### src/shared/sds_pkg.sv
// Shared constants and types for the dual serial slave port and its host end
package sds_pkg;

    // ----------------------------------------------------------------
    // Clocking and serial rates
    // ----------------------------------------------------------------
    localparam int CLK_HZ = 250_000_000;
    localparam int CTRL_MAX_BPS = 200_000;
    localparam int PIX_MAX_BPS = 16_000_000;
    // Least half period of SCK, rounded up to whole system clocks
    localparam int CTRL_HALF_CYC = (CLK_HZ + 2 * CTRL_MAX_BPS - 1) / (2 * CTRL_MAX_BPS);
    localparam int PIX_HALF_CYC = (CLK_HZ + 2 * PIX_MAX_BPS - 1) / (2 * PIX_MAX_BPS);
    localparam int HALF_W = 10;

    // ----------------------------------------------------------------
    // Control word layout
    // ----------------------------------------------------------------
    localparam int WORD_BITS = 8;
    localparam int CMD_BIT = 7;
    localparam int RW_BIT = 6;
    localparam int ADDR_MSB = 5;
    localparam int ADDR_LSB = 2;
    localparam int ADDR_W = 4;
    localparam int NREGS = 16;

    // ----------------------------------------------------------------
    // Register addresses and reset values
    // ----------------------------------------------------------------
    localparam logic [3:0] ADDR_STATUS = 4'h0;
    localparam logic [3:0] ADDR_MODE = 4'h1;
    localparam logic [3:0] ADDR_NAV = 4'h8;
    localparam logic [3:0] ADDR_CLICK_PIX = 4'hC;
    localparam logic [3:0] ADDR_RO_FIRST = 4'h8;
    localparam logic [7:0] NAV_GEN_RST = 8'h08;
    localparam logic [7:0] REG_RST = 8'h00;
    localparam int ACQ_BIT = 0;
    localparam logic [1:0] TRIPLE_LAST = 2'h2;

    // ----------------------------------------------------------------
    // Pixel frame
    // ----------------------------------------------------------------
    localparam int FRAME_COLS = 233;
    localparam int COL_BYTES = 4;
    localparam int FRAME_BYTES = FRAME_COLS * COL_BYTES;
    localparam int PIDX_W = 10;
    localparam logic [5:0] WARM_CLKS = 6'd40;
    localparam logic [31:0] SYNC_WORD = 32'hF0F00200;

    typedef enum logic [1:0] {CTL_CMD, CTL_WR, CTL_RD} sds_ctl_t;
    typedef enum logic [2:0] {H_IDLE, H_SETUP, H_LOW, H_HIGH, H_GAP, H_HOLD} sds_hst_t;

endpackage

### src/shared/sds_if.sv
// Serial link between the sensor port and its host master
`timescale 1ns/1ps
interface sds_if;
    logic sck;
    logic mosi;
    logic control_port_select_n;
    logic pixel_port_select_n;
    logic miso;
    logic miso_oe;
    logic irq;
    logic miso_line;

    // Released line floats high through the board pull-up
    assign miso_line = miso_oe ? miso : 1'b1;

    modport dev (
        input sck,
        input mosi,
        input control_port_select_n,
        input pixel_port_select_n,
        output miso,
        output miso_oe,
        output irq
    );
    modport host (
        output sck,
        output mosi,
        output control_port_select_n,
        output pixel_port_select_n,
        input miso_line,
        input irq
    );
endinterface

### src/rtl/sds_dev.sv
// Sensor end: control register port and pixel stream port on one serial link
//
// Operation
// - Control words: 8 bits, MSB first, full duplex
// - Packet is command word then data words
// - Bit 7 set means command, clear data
// - Command: bit6 read, bits5-2 register address
// - Write data word carries 7-bit value
// - Read: dummy words clock register out
// - Triple registers return three words in turn
// - MISO always driven while word selected
// - Events raise interrupt; status read returns them
// - Host keeps control clock at most 200k
// - Acquisition pixels on MISO under pixel select
// - Each pixel byte carries two 4-bit pixels
// - Pixel port runs up to 16 Mbps
// - Frame: one dummy column, 232 real
// - Four bytes per column, columns in order
// - Even pixel first; sync reads F0F00200
// - First frame preceded by 40 dummy clocks
// - Host aligns frames on sync pattern
// - Host repeats frame reads at steady rate
// - SCK idles high; shift out fall, sample rise
// - Bad pulse count desyncs; read-only writes ignored
// - Navigation read returns three, then clears
`timescale 1ns/1ps
module sds_dev
    import sds_pkg::*;
(
    // Clock and reset
    input wire logic clk_i,
    input wire logic rst_i,
    // Serial link
    sds_if.dev bus,
    // Read-only register loading from the sensing logic
    input wire logic ro_wr_i,
    input wire logic [ADDR_W-1:0] ro_addr_i,
    input wire logic [7:0] ro_data_i,
    // Register write notification and acquisition mode
    output logic cfg_wr_o,
    output logic [ADDR_W-1:0] cfg_addr_o,
    output logic [7:0] cfg_data_o,
    output logic acq_mode_o,
    // Pixel source
    output logic [PIDX_W-1:0] pix_addr_o,
    input wire logic [7:0] pix_byte_i
);

    typedef struct packed {
        logic sck1, sck2, sck3;
        logic mosi1, mosi2;
        logic cs1, cs2;
        logic ps1, ps2;
        sds_ctl_t st;
        logic [2:0] cbit;
        logic [7:0] rxsh;
        logic [7:0] txsh;
        logic [ADDR_W-1:0] addr;
        logic [1:0] rd_idx;
        logic [NREGS-1:0][7:0] regs;
        logic miso;
        logic miso_oe;
        logic irq;
        logic cfg_wr;
        logic [7:0] cfg_data;
        logic [5:0] pwarm;
        logic [2:0] pbit;
        logic [PIDX_W-1:0] pidx;
        logic [7:0] ptx;
    } sds_dev_state_t;

    sds_dev_state_t r;
    sds_dev_state_t next_r;

    // ----------------------------------------------------------------
    // Helpers
    // ----------------------------------------------------------------
    // Status and everything from the navigation block upward are read-only
    function automatic logic is_ro(input logic [ADDR_W-1:0] a);
        return (a == ADDR_STATUS) || (a >= ADDR_RO_FIRST);
    endfunction

    function automatic logic is_triple(input logic [ADDR_W-1:0] a);
        return (a == ADDR_NAV) || (a == ADDR_CLICK_PIX);
    endfunction

    // Frame byte: the dummy column is the fixed sync word, then pixel bytes
    function automatic logic [7:0] frame_byte(input logic [PIDX_W-1:0] idx, input logic [7:0] pix);
        logic [7:0] b;
        b = pix;
        if (idx < PIDX_W'(COL_BYTES)) begin
            b = SYNC_WORD[8'(31 - 8 * idx) -: 8];
        end
        return b;
    endfunction

    // ----------------------------------------------------------------
    // Next-state logic
    // ----------------------------------------------------------------
    always_comb begin
        logic rise;
        logic fall;
        logic csel;
        logic psel;
        logic acq;
        logic [7:0] word;
        logic [7:0] pb;
        logic [ADDR_W-1:0] na;
        rise = 1'b0;
        fall = 1'b0;
        csel = 1'b0;
        psel = 1'b0;
        acq = 1'b0;
        word = 8'h00;
        pb = 8'h00;
        na = '0;
        next_r = r;

        // Pins from the host pass two flops before use
        next_r.sck1 = bus.sck;
        next_r.sck2 = r.sck1;
        next_r.sck3 = r.sck2;
        next_r.mosi1 = bus.mosi;
        next_r.mosi2 = r.mosi1;
        next_r.cs1 = bus.control_port_select_n;
        next_r.cs2 = r.cs1;
        next_r.ps1 = bus.pixel_port_select_n;
        next_r.ps2 = r.ps1;

        rise = r.sck2 & ~r.sck3;
        fall = ~r.sck2 & r.sck3;
        csel = ~r.cs2;
        psel = ~r.ps2;
        acq = r.regs[ADDR_MODE][ACQ_BIT];
        next_r.cfg_wr = 1'b0;
        next_r.miso_oe = csel | psel;

        // Control port: bit counter survives deselect, so a short word desyncs
        if (csel) begin
            if (fall) begin
                next_r.miso = r.txsh[7];
                next_r.txsh = {r.txsh[6:0], 1'b0};
            end
            if (rise) begin
                word = {r.rxsh[6:0], r.mosi2};
                next_r.rxsh = word;
                next_r.cbit = r.cbit + 3'd1;
                if (r.cbit == 3'd7) begin
                    if (word[CMD_BIT]) begin
                        next_r.addr = word[ADDR_MSB:ADDR_LSB];
                        next_r.rd_idx = 2'd0;
                        if (word[RW_BIT]) begin
                            next_r.st = CTL_RD;
                            next_r.txsh = r.regs[word[ADDR_MSB:ADDR_LSB]];
                            if (word[ADDR_MSB:ADDR_LSB] == ADDR_STATUS) begin
                                next_r.regs[ADDR_STATUS] = REG_RST;
                            end
                        end else begin
                            next_r.st = CTL_WR;
                        end
                    end else begin
                        case (r.st)
                            CTL_WR: begin
                                if (!is_ro(r.addr)) begin
                                    next_r.regs[r.addr] = {1'b0, word[6:0]};
                                    next_r.cfg_wr = 1'b1;
                                    next_r.cfg_data = {1'b0, word[6:0]};
                                end
                                next_r.st = CTL_CMD;
                            end
                            CTL_RD: begin
                                if (is_triple(r.addr) && r.rd_idx != TRIPLE_LAST) begin
                                    next_r.rd_idx = r.rd_idx + 2'd1;
                                    na = r.addr + ADDR_W'(r.rd_idx) + 4'h1;
                                    next_r.txsh = r.regs[na];
                                end else begin
                                    if (r.addr == ADDR_NAV) begin
                                        next_r.regs[ADDR_NAV] = NAV_GEN_RST;
                                        next_r.regs[ADDR_NAV + 4'h1] = REG_RST;
                                        next_r.regs[ADDR_NAV + 4'h2] = REG_RST;
                                    end
                                    next_r.txsh = next_r.regs[r.addr];
                                end
                            end
                            default: next_r.st = CTL_CMD;
                        endcase
                    end
                end
            end
        end

        // Pixel port: warm-up then frames back to back while selected
        if (!acq) begin
            next_r.pwarm = 6'd0;
            next_r.pbit = 3'd0;
            next_r.pidx = '0;
        end else if (psel && fall) begin
            if (r.pwarm != WARM_CLKS) begin
                next_r.pwarm = r.pwarm + 6'd1;
                next_r.miso = 1'b0;
            end else begin
                if (r.pbit == 3'd0) begin
                    pb = frame_byte(r.pidx, pix_byte_i);
                    next_r.miso = pb[7];
                    next_r.ptx = {pb[6:0], 1'b0};
                    if (r.pidx == PIDX_W'(FRAME_BYTES - 1)) begin
                        next_r.pidx = '0;
                    end else begin
                        next_r.pidx = r.pidx + PIDX_W'(1);
                    end
                end else begin
                    next_r.miso = r.ptx[7];
                    next_r.ptx = {r.ptx[6:0], 1'b0};
                end
                next_r.pbit = r.pbit + 3'd1;
            end
        end

        // Loads from the sensing logic; status bits are sticky and beat a clear
        if (ro_wr_i) begin
            if (ro_addr_i == ADDR_STATUS) begin
                next_r.regs[ADDR_STATUS] = next_r.regs[ADDR_STATUS] | ro_data_i;
            end else begin
                next_r.regs[ro_addr_i] = ro_data_i;
            end
        end
        next_r.irq = |next_r.regs[ADDR_STATUS];
    end

    // ----------------------------------------------------------------
    // State register
    // ----------------------------------------------------------------
    always_ff @(posedge clk_i or posedge rst_i) begin
        if (rst_i) begin
            r <= '0;
            r.sck1 <= 1'b1;
            r.sck2 <= 1'b1;
            r.sck3 <= 1'b1;
            r.cs1 <= 1'b1;
            r.cs2 <= 1'b1;
            r.ps1 <= 1'b1;
            r.ps2 <= 1'b1;
            r.st <= CTL_CMD;
            r.regs[ADDR_NAV] <= NAV_GEN_RST;
        end else begin
            r <= next_r;
        end
    end

    // Outputs straight from flops
    assign bus.miso = r.miso;
    assign bus.miso_oe = r.miso_oe;
    assign bus.irq = r.irq;
    assign cfg_wr_o = r.cfg_wr;
    assign cfg_addr_o = r.addr;
    assign cfg_data_o = r.cfg_data;
    assign acq_mode_o = r.regs[ADDR_MODE][ACQ_BIT];
    assign pix_addr_o = r.pidx;

endmodule

### src/flat_wrapper.sv
// flat-port wrapper written by rule: the top's interface ports become plain ports
module sds_dev_flat import sds_pkg::*;
  (clk_i, rst_i, ro_wr_i, ro_addr_i, ro_data_i, cfg_wr_o, cfg_addr_o, cfg_data_o, acq_mode_o, pix_addr_o, pix_byte_i, bus_sck, bus_mosi, bus_control_port_select_n, bus_pixel_port_select_n, bus_miso, bus_miso_oe, bus_irq);
  sds_if bus_i ();
  input wire logic clk_i;
  input wire logic rst_i;
  input wire logic ro_wr_i;
  input wire logic [ADDR_W-1:0] ro_addr_i;
  input wire logic [7:0] ro_data_i;
  output logic cfg_wr_o;
  output logic [ADDR_W-1:0] cfg_addr_o;
  output logic [7:0] cfg_data_o;
  output logic acq_mode_o;
  output logic [PIDX_W-1:0] pix_addr_o;
  input wire logic [7:0] pix_byte_i;
  input wire logic [$bits(bus_i.sck)-1:0] bus_sck;
  input wire logic [$bits(bus_i.mosi)-1:0] bus_mosi;
  input wire logic [$bits(bus_i.control_port_select_n)-1:0] bus_control_port_select_n;
  input wire logic [$bits(bus_i.pixel_port_select_n)-1:0] bus_pixel_port_select_n;
  output wire logic [$bits(bus_i.miso)-1:0] bus_miso;
  output wire logic [$bits(bus_i.miso_oe)-1:0] bus_miso_oe;
  output wire logic [$bits(bus_i.irq)-1:0] bus_irq;
  assign bus_i.sck = bus_sck;
  assign bus_i.mosi = bus_mosi;
  assign bus_i.control_port_select_n = bus_control_port_select_n;
  assign bus_i.pixel_port_select_n = bus_pixel_port_select_n;
  assign bus_miso = bus_i.miso;
  assign bus_miso_oe = bus_i.miso_oe;
  assign bus_irq = bus_i.irq;
  sds_dev u_core (.clk_i(clk_i), .rst_i(rst_i), .bus(bus_i), .ro_wr_i(ro_wr_i), .ro_addr_i(ro_addr_i), .ro_data_i(ro_data_i), .cfg_wr_o(cfg_wr_o), .cfg_addr_o(cfg_addr_o), .cfg_data_o(cfg_data_o), .acq_mode_o(acq_mode_o), .pix_addr_o(pix_addr_o), .pix_byte_i(pix_byte_i));
endmodule
### config.mk
export PLATFORM = sky130hd
export DESIGN_NAME = sds_dev_flat
export DESIGN_NICKNAME = d
export VERILOG_FILES = /design/src/shared/sds_pkg.sv /design/src/shared/sds_if.sv /design/src/rtl/sds_dev.sv /design/src/flat_wrapper.sv
export SDC_FILE = /design/constraint.sdc
export NUM_CORES = 1
export LEC_CHECK = 0
export BUFFER_PORTS_ARGS = -buffer_cell sky130_fd_sc_hd__buf_2
export CAP_MARGIN = 25
export CORE_MARGIN = 10
export CORE_UTILIZATION = 50
export DETAILED_ROUTE_END_ITERATION = 16
export MAX_ROUTING_LAYER = met4
export PLACE_DENSITY_LB_ADDON = 0.08
export SLEW_MARGIN = 20
export SYNTH_ARGS = -nofsm -noshare
export SYNTH_HDL_FRONTEND = slang
export SYNTH_SLANG_ARGS = --single-unit
### constraint.sdc
create_clock -name clk_i -period 11 [get_ports clk_i]
set_input_delay 2.2 -clock clk_i [delete_from_list [all_inputs] [get_ports clk_i]]
set_output_delay 2.2 -clock clk_i [all_outputs]
set_load 0.02 [all_outputs]
======== Word level (Yosys, flattened, before mapping) ========
Cells that the tools add are included.
storage, ports and cells
  register bits after elaboration ......... 201
  output and inout bits ................... 27
  logic and storage cells ................. 168
cells by class
  $add $sub $neg .......................... 8
  magnitude comparators ................... 8
  eq/ne operators ......................... 13
  shift operators ......................... 1
  muxes and demuxes ....................... 65
  bitwise gates (word level) .............. 11
  reduce and logical (&&, ||, !) cells .... 22
operators with widths
  kind                     count
  $mux 142                 2
  $bwmux 128               2
  $mux 128                 2
  $mux 120                 2
  $mux 24                  8
  $mux 129                 1
  $mux 8                   16
  $bmux 8 s4               3
  $demux 8 s4              2
  $mux 64                  1
  $mux 9                   6
  $pmux 24 s2              1
  $mux 40                  1
  $shiftx 39x9->8 const A  1
  $mux 27                  1
  $mux 21                  1
  $lt 4x5->1 const B       4
  $mux 10                  2
  $mux 19                  1
  $logic_not 4->1          3
  $mux 2                   6
  $add 10x1->10 const B    1
  $eq 10x10->1 const B     1
  $lt 10x3->1 const B      1
  other kinds (32)         59

======== Depth between registers and ports, before layout ========
Gate-level depths: netlist (run 1).
  word-level depth ........................ 21
  gate-level depth with buffers ........... 13
  mapped depth without buffers ............ 9

======== Worst setup path before layout (run 1) ========
No wires, ideal clock.
  path kind ............................... in2reg
  start ................................... input ro_addr_i[2]
  end ..................................... register u_core.r[68] in the netlist's numbering
  data arrival time ....................... 3.411 ns
  slack ................................... 7.452 ns
  stages .................................. 6
  path buffers ............................ 2
  cell sequence ........................... or3b_1 > or2_2 > clkbuf_1 > clkbuf_1 > nor2_1 > a21oi_1
RTL lines
  item                    line               RTL
  start: declaration      flat_wrapper.sv:8  input wire logic [ADDR_W-1:0] ro_addr_i;
  end signal: assignment  sds_dev.sv:246     r <= next_r;
  end: declaration        sds_dev.sv:72      sds_dev_state_t r;

======== Worst setup path after layout (run 1) ========
  start ................................... register u_core.r, in the netlist u_core.cfg_addr_o[0]
  end ..................................... output cfg_addr_o[0]
RTL lines
  item              line                RTL
  end: declaration  flat_wrapper.sv:11  output logic [ADDR_W-1:0] cfg_addr_o;
No word-level cell between the ends.

==> reports/qor.yml, run 1 <==
antenna_found_initial: 0
synth_edf_count: 0
clkSinkCount: 200
finalPower_mw: 2.46
wire_per_inst_um: 25.5
grt-ovfl-total: 0
cts_setup_buffers: 0
synthFlopType: "dfrtp_1"
die_area_um2: 31100
ctsHoldBuffers: 0
met1_length_um: 15300
clock_latency_ns: 0.44
worstReg2RegStart: "u_core.r[189]$_DFFE_PP0P_"
first_pass_iters: 5
area_growth_pct: 8.11
cts_buffers: 17
setup_tns_ns: 0
coreArea_um2: 24200
synth.avg_cell_area_um2: 11.5
comb_power_share_pct: 29.7
min_to: "u_core.r[194]$_DFF_PP1_"
grt_start_max_net_pins: 131
cp.arrival_ns: 1.66
pwr-share-clk_pct: 28.4
diodes: 0
floorplan.initialDensity_pct: 50.6
async_flop_share_pct: 100
synthXorXnorAreaFrac_pct: 1.12
ys_ff_latch: 200
synth_compound_area_share_pct: 9.73
met3_length_um: 2620
cts_max_level: 4
netlist_area_um2: 12200
grt.total_usage_pct: 23.9
syn_inst: 1065
gp_congestion: 0.862
critPathMaxFanout: 41
drc_errors: 0
rr_endpoint: "u_core.r[84]$_DFF_PP0_"
nets: 1100
p_int_mw: 1.62
pwr_density_cell_nw_per_um2: 186
place_ws_ns: 7.00
cts_tree: "yes"
sequentialPowerShare_pct: 41.9
routed_wl_um: 35600
leakage_nw: 5.64
layout_commonest_cell: "dfrtp_1"
required_ns: 8.80
fmax_mhz: 259
status: "finished, final reports clean"
grt_pass1_vias: 8772
num_vias: 8962
hold_start: "u_core.next_r[194]$_DFF_PP1_"
num_rows: 57
drt_iter0_markers: 941
synth_adder_area_share_pct: 1.60
switchingPower_mw: 0.836
ant_nets: 0
setup-violations-final: 0
worst-r2r-setup-slack_ns: 7.69
synth.area.mux_share_pct: 29.9
cp-end-kind: "output port"
synth_nets: 1107
topRoutingLayerUsed: "met4"
rsz0062_at_grt: "false"
yosysWarnings: 0
final.setup_skew_ns: 0.0137
maxCapViolCount: 0
switching_share_pct: 34.0
die_y_um: 176
cts.repair.resized: 0
dieWidth_um: 176
finalHoldViolCount: 0
wl_met2_um: 16700
hold_path_class: "register to register"
cts_buffer_depth: 2
num_io_pins: 54
drive_gt1_share_pct: 27.9
vias_per_cell: 6.42
portBuffers: 52
post-route-min-period_ns: 3.86
ys_types: 76
cts.reportedPaths.clkPinSlew_ns: 0.08
worst_slew_pin_slew_ns: 1.04
grt_pass1_wl_um: 55300
whs_path_depth: 0
critPathLaunchType: "register"
finalCritPeriodShare_pct: 35.0
slew_headroom_pct: 30.1
synth_top_family_by_area: "multiplexers"
dp_hpwl_um: 23500
drv_slew: 0
setup_slack_ns: 7.14
r2r.worst_path.cells: 8
fin_util_pct: 54.7
irDropWorstVdd_uv: 103
cts-root-buf: "clkbuf_16"
yosys.area_share.simple_pct: 11.7
synth-seq-area-share_pct: 41.0
final_cell_mix: "dfrtp_1, nand2_1, mux4_2"
crit_type: "register to output port"
==> critical path: stages (launching register included) <==
cell     delay [ns]
dfrtp_2        0.36
buf_4          0.56
buf_2          0.29
==> synthesized netlist by cell type (all sizes together), types with 10 or more instances <==
library cell	n	area (um^2)
nand3	18	150
nand3b	10	75.1
inv	18	67.6
ha	14	175
mux2	65	732
nor2b	11	68.8
clkbuf	45	169
mux2i	65	651
a21oi	55	275
nor2	75	282
a22o	10	87.6
o21ai	84	424
buf	52	363
nand2	124	465
mux4	100	2270
dfrtp	192	4800
==> metal layers <==
| layer | GRT usage, % | vias up |
|---|---|---|
| li1 | - | 3937 |
| met3 | 4.87 | 59 |
| met1 | 31.8 | 4522 |
| met2 | 36.1 | 444 |
| met4 | 7.71 | 0 |
| met5 | - | - |
==> kinds of logic after synthesis <==
family | Yosys count
and+or+nand+nor | 291
muxes | 230
DFF | 200
AOI/OAI and AO/OA | 198
buffers and inverters | 116
adders and majority gates | 15
xor gates and xnor gates | 14
other | 1
==> power groups by stage <==
stage	sequential (mW)	clock, mW	combinational, mW
2_1_floorplan	0.960	0	0.587
4_1_cts	1.02	0.706	0.727
6_report	1.03	0.698	0.731
5_1_grt	1.05	0.742	0.781
3_5_place_dp	1.04	0	0.723
3_3_place_gp	1.03	0	0.717
==> state kept, by name, summed over array words and instances (netlist names) <==
| signal | flops |
|---|---|
| u_core.next_r | 5 |
| u_core.cfg_data_o | 7 |
| u_core.acq_mode_o | 1 |
| u_core.bus.miso | 1 |
| u_core.cfg_addr_o | 4 |
| u_core.bus.miso_oe | 1 |
| u_core.r | 169 |
| u_core.pix_addr_o | 10 |
| u_core.cfg_wr_o | 1 |
| u_core.bus.irq | 1 |
==> metrics by stage <==
stage	cells	area, um^2	hold slack [ns]
finish	1395	13200	0.355
global route	1395	13200	0.345
CTS	1391	13200	0.348
detailed placement	1359	12500	0.341
global placement	1359	12500	0.335
floorplan	1065	12200	0.331
==> layout make-up <==
cell class,instances,area [um^2]
clock buffers,17,425
clock inverters,15,225
fillers,2084,11000
inverters,19,78.8
multi-input cells,749,6640
flip-flops and latches,200,5020
well taps,324,405
repair buffers,71,428
==> how the worst max path moves through the flow <==
stage	startpoint	to	slack, ns	cells after the start
6_report	u_core.cfg_addr_o[0]$_DFFE_PP0P_	cfg_addr_o[0]	7.14	2
4_1_cts	u_core.cfg_addr_o[0]$_DFFE_PP0P_	cfg_addr_o[0]	7.08	2
3_5_place_dp	rst_i	u_core.r[111]$_DFF_PP0_	7.00	3
5_1_grt	u_core.cfg_addr_o[0]$_DFFE_PP0P_	cfg_addr_o[0]	7.04	2
3_3_place_gp	rst_i	u_core.r[111]$_DFF_PP0_	6.99	3
2_1_floorplan	rst_i	u_core.acq_mode_o$_DFF_PP0_	3.36	1
No activity file was read; power rests on OpenSTA's default activity.
==> run 2, diff against run 1 <==
==> constraint.sdc (replaced) <==
create_clock -name clk_i -period 3.4 [get_ports clk_i]
set_input_delay 0.68 -clock clk_i [delete_from_list [all_inputs] [get_ports clk_i]]
set_output_delay 0.68 -clock clk_i [all_outputs]
set_load 0.02 [all_outputs]
==> reports/qor.yml, run 2 (synthesis results as in run 1) <==
final_cell_mix: "dfrtp_1, nand2_1, mux4_2"
maxCapViolCount: 0  # unchanged
cp_slowest_cell: "fa_2"
fin_util_pct: 55.0  # +0.34 points
grt.total_usage_pct: 24.1  # +0.26 points
coreArea_um2: 24200  # unchanged
finalHoldViolCount: 0  # unchanged
die_y_um: 176  # unchanged
cts.reportedPaths.clkPinSlew_ns: 0.08  # about the same
cp-end-kind: "register"
pwr_density_cell_nw_per_um2: 582  # +210%
hold_path_class: "input port to asynchronous set/reset pin"
place_area_um2: 12700  # +1.7%
hold_slack_ns: 0.217  # -0.138 ns
nets: 1116  # +1.5%
ant_nets: 0  # unchanged
fmax_mhz: 355
clock_latency_ns: 0.45  # about the same
setup_slack_ns: 0.585  # -6.56 ns
area_growth_pct: 8.78
final.setup_skew_ns: 0.0124  # -0.00124 ns
required_ns: 3.73  # -5.07 ns
finalCritPeriodShare_pct: 82.8
floorplan.initialDensity_pct: 50.6  # unchanged
routed_wl_um: 35600  # about the same
dp.cells: 1379  # +1.5%
ctsHoldBuffers: 0  # unchanged
slew_headroom_pct: 38.3  # +8.3 points
grt-ovfl-total: 0  # unchanged
design_area_um2: 13300  # +0.62%
dp_hpwl_um: 25000  # +6.1%
num_rows: 57  # unchanged
post-route-min-period_ns: 2.81
drt_iter0_markers: 803  # -15%
num_vias: 8955  # -0.078%
grt_start_max_net_pins: 70  # -47%
antenna_found_initial: 0  # unchanged
r2r.worst_path.cells: 9  # +1
cts_setup_buffers: 0  # unchanged
cts_buffer_depth: 2  # unchanged
irDropWorstVdd_uv: 283  # +180%
status: "finished, final reports clean"
first_pass_iters: 5  # unchanged
critPathLaunchType: "register"
setup-violations-final: 0  # unchanged
place_ws_ns: 0.637  # -6.37 ns
drive_gt1_share_pct: 28.9  # +0.97 points
cts.repair.resized: 0  # unchanged
critPathMaxFanout: 32  # -22%
portBuffers: 52  # unchanged
gp_congestion: 0.930  # +7.9%
cts_tree: "yes"
cts-root-buf: "clkbuf_16"
num_io_pins: 54  # unchanged
grt_pass1_wl_um: 55800  # +0.99%
worst_slew_pin_slew_ns: 0.922  # -0.122 ns
dieWidth_um: 176  # unchanged
layout_commonest_cell: "dfrtp_1"
drv_slew: 0  # unchanged
wire_per_inst_um: 25.2  # -1.1%
grt_pass1_vias: 8889  # +1.3%
vias_per_cell: 6.35  # -1.2%
largest_reg_flops: 169  # unchanged
crit_path_cell_trace: "inv_1 > ha_2 > fa_2 > buf_12 > mux4_2 > mux2i_1 > o22ai_1 > o21ai_0 > nand4_1"
clkSinkCount: 200  # unchanged
leakage_nw: 5.68  # +0.70%
die_area_um2: 31100  # unchanged
diodes: 0  # unchanged
cts_max_level: 4  # unchanged
cp.arrival_ns: 3.14  # +1.48 ns
setup_tns_ns: 0  # unchanged
max_stage_delay_ns: 0.55  # about the same
finalNonFillerCells: 1411  # +1.1%
cts_buffers: 17  # unchanged
largest_register: "u_core.r"
finalPower_mw: 7.75  # +220%
crit_type: "register to register"
rsz0062_at_grt: "false"
drc_errors: 0  # unchanged
## run 2: cell count changes in the layout (fill, tap and decap cells not counted)
cell,previous run,this run
xor2_4,1,0
inv_8,4,3
buf_4,17,29
bufinv_16,3,0
nor3_2,4,3
buf_12,2,6
clkinvlp_4,0,5
xor2_2,0,1
inv_6,5,4
nor3_1,3,4
## run 2: worst max-delay path, delay by kind of cell (launching register included)
family,cells,cell delay [ns]
mux,2,0.81
flops,1,0.37
compound gates,2,0.33
buf+inv,2,0.32
simple gates,1,0.10
fa+ha+maj,2,0.74
## run 2: report_power, final
part | internal (mW) | switching, mW
registers | 2.80 | 0.689
logic | 1.28 | 0.957
clock network | 0.980 | 1.05
## run 2: area by class of cell
cell class	instances	area (um^2)
Fill cell	2102	10900
Multi-Input combinational cell	749	6630
Sequential cell	200	5020
Timing Repair Buffer	87	598
Clock buffer	17	425
Tap cell	324	405
Clock inverter	15	156
Inverter	19	75.1
## run 2: worst paths after layout
check	startpoint	end	slack (ns)
worst max-delay path	u_core.r[167]$_DFFE_PP0P_	u_core.r[173]$_DFFE_PP0N_	0.59
worst min-delay path	rst_i	u_core.r[143]$_DFF_PP0_	0.22
worst max register to register	u_core.r[167]$_DFFE_PP0P_	u_core.r[173]$_DFFE_PP0N_	0.59
min in group clk_i	bus_pixel_port_select_n	u_core.next_r[194]$_DFF_PP1_	0.32
worst min register to register	u_core.next_r[201]$_DFF_PP1_	u_core.next_r[200]$_DFF_PP1_	0.36
max in group asynchronous	rst_i	u_core.r[196]$_DFF_PP1_	2.45
## run 2: per-layer routing
metal	GRT usage [%]	up-vias	wire length, um
met3	4.42	69	2340
met2	37.6	346	17200
met1	31.3	4578	15000
met4	8.23	0	1040
li1	-	3962	-
met5	-	-	0
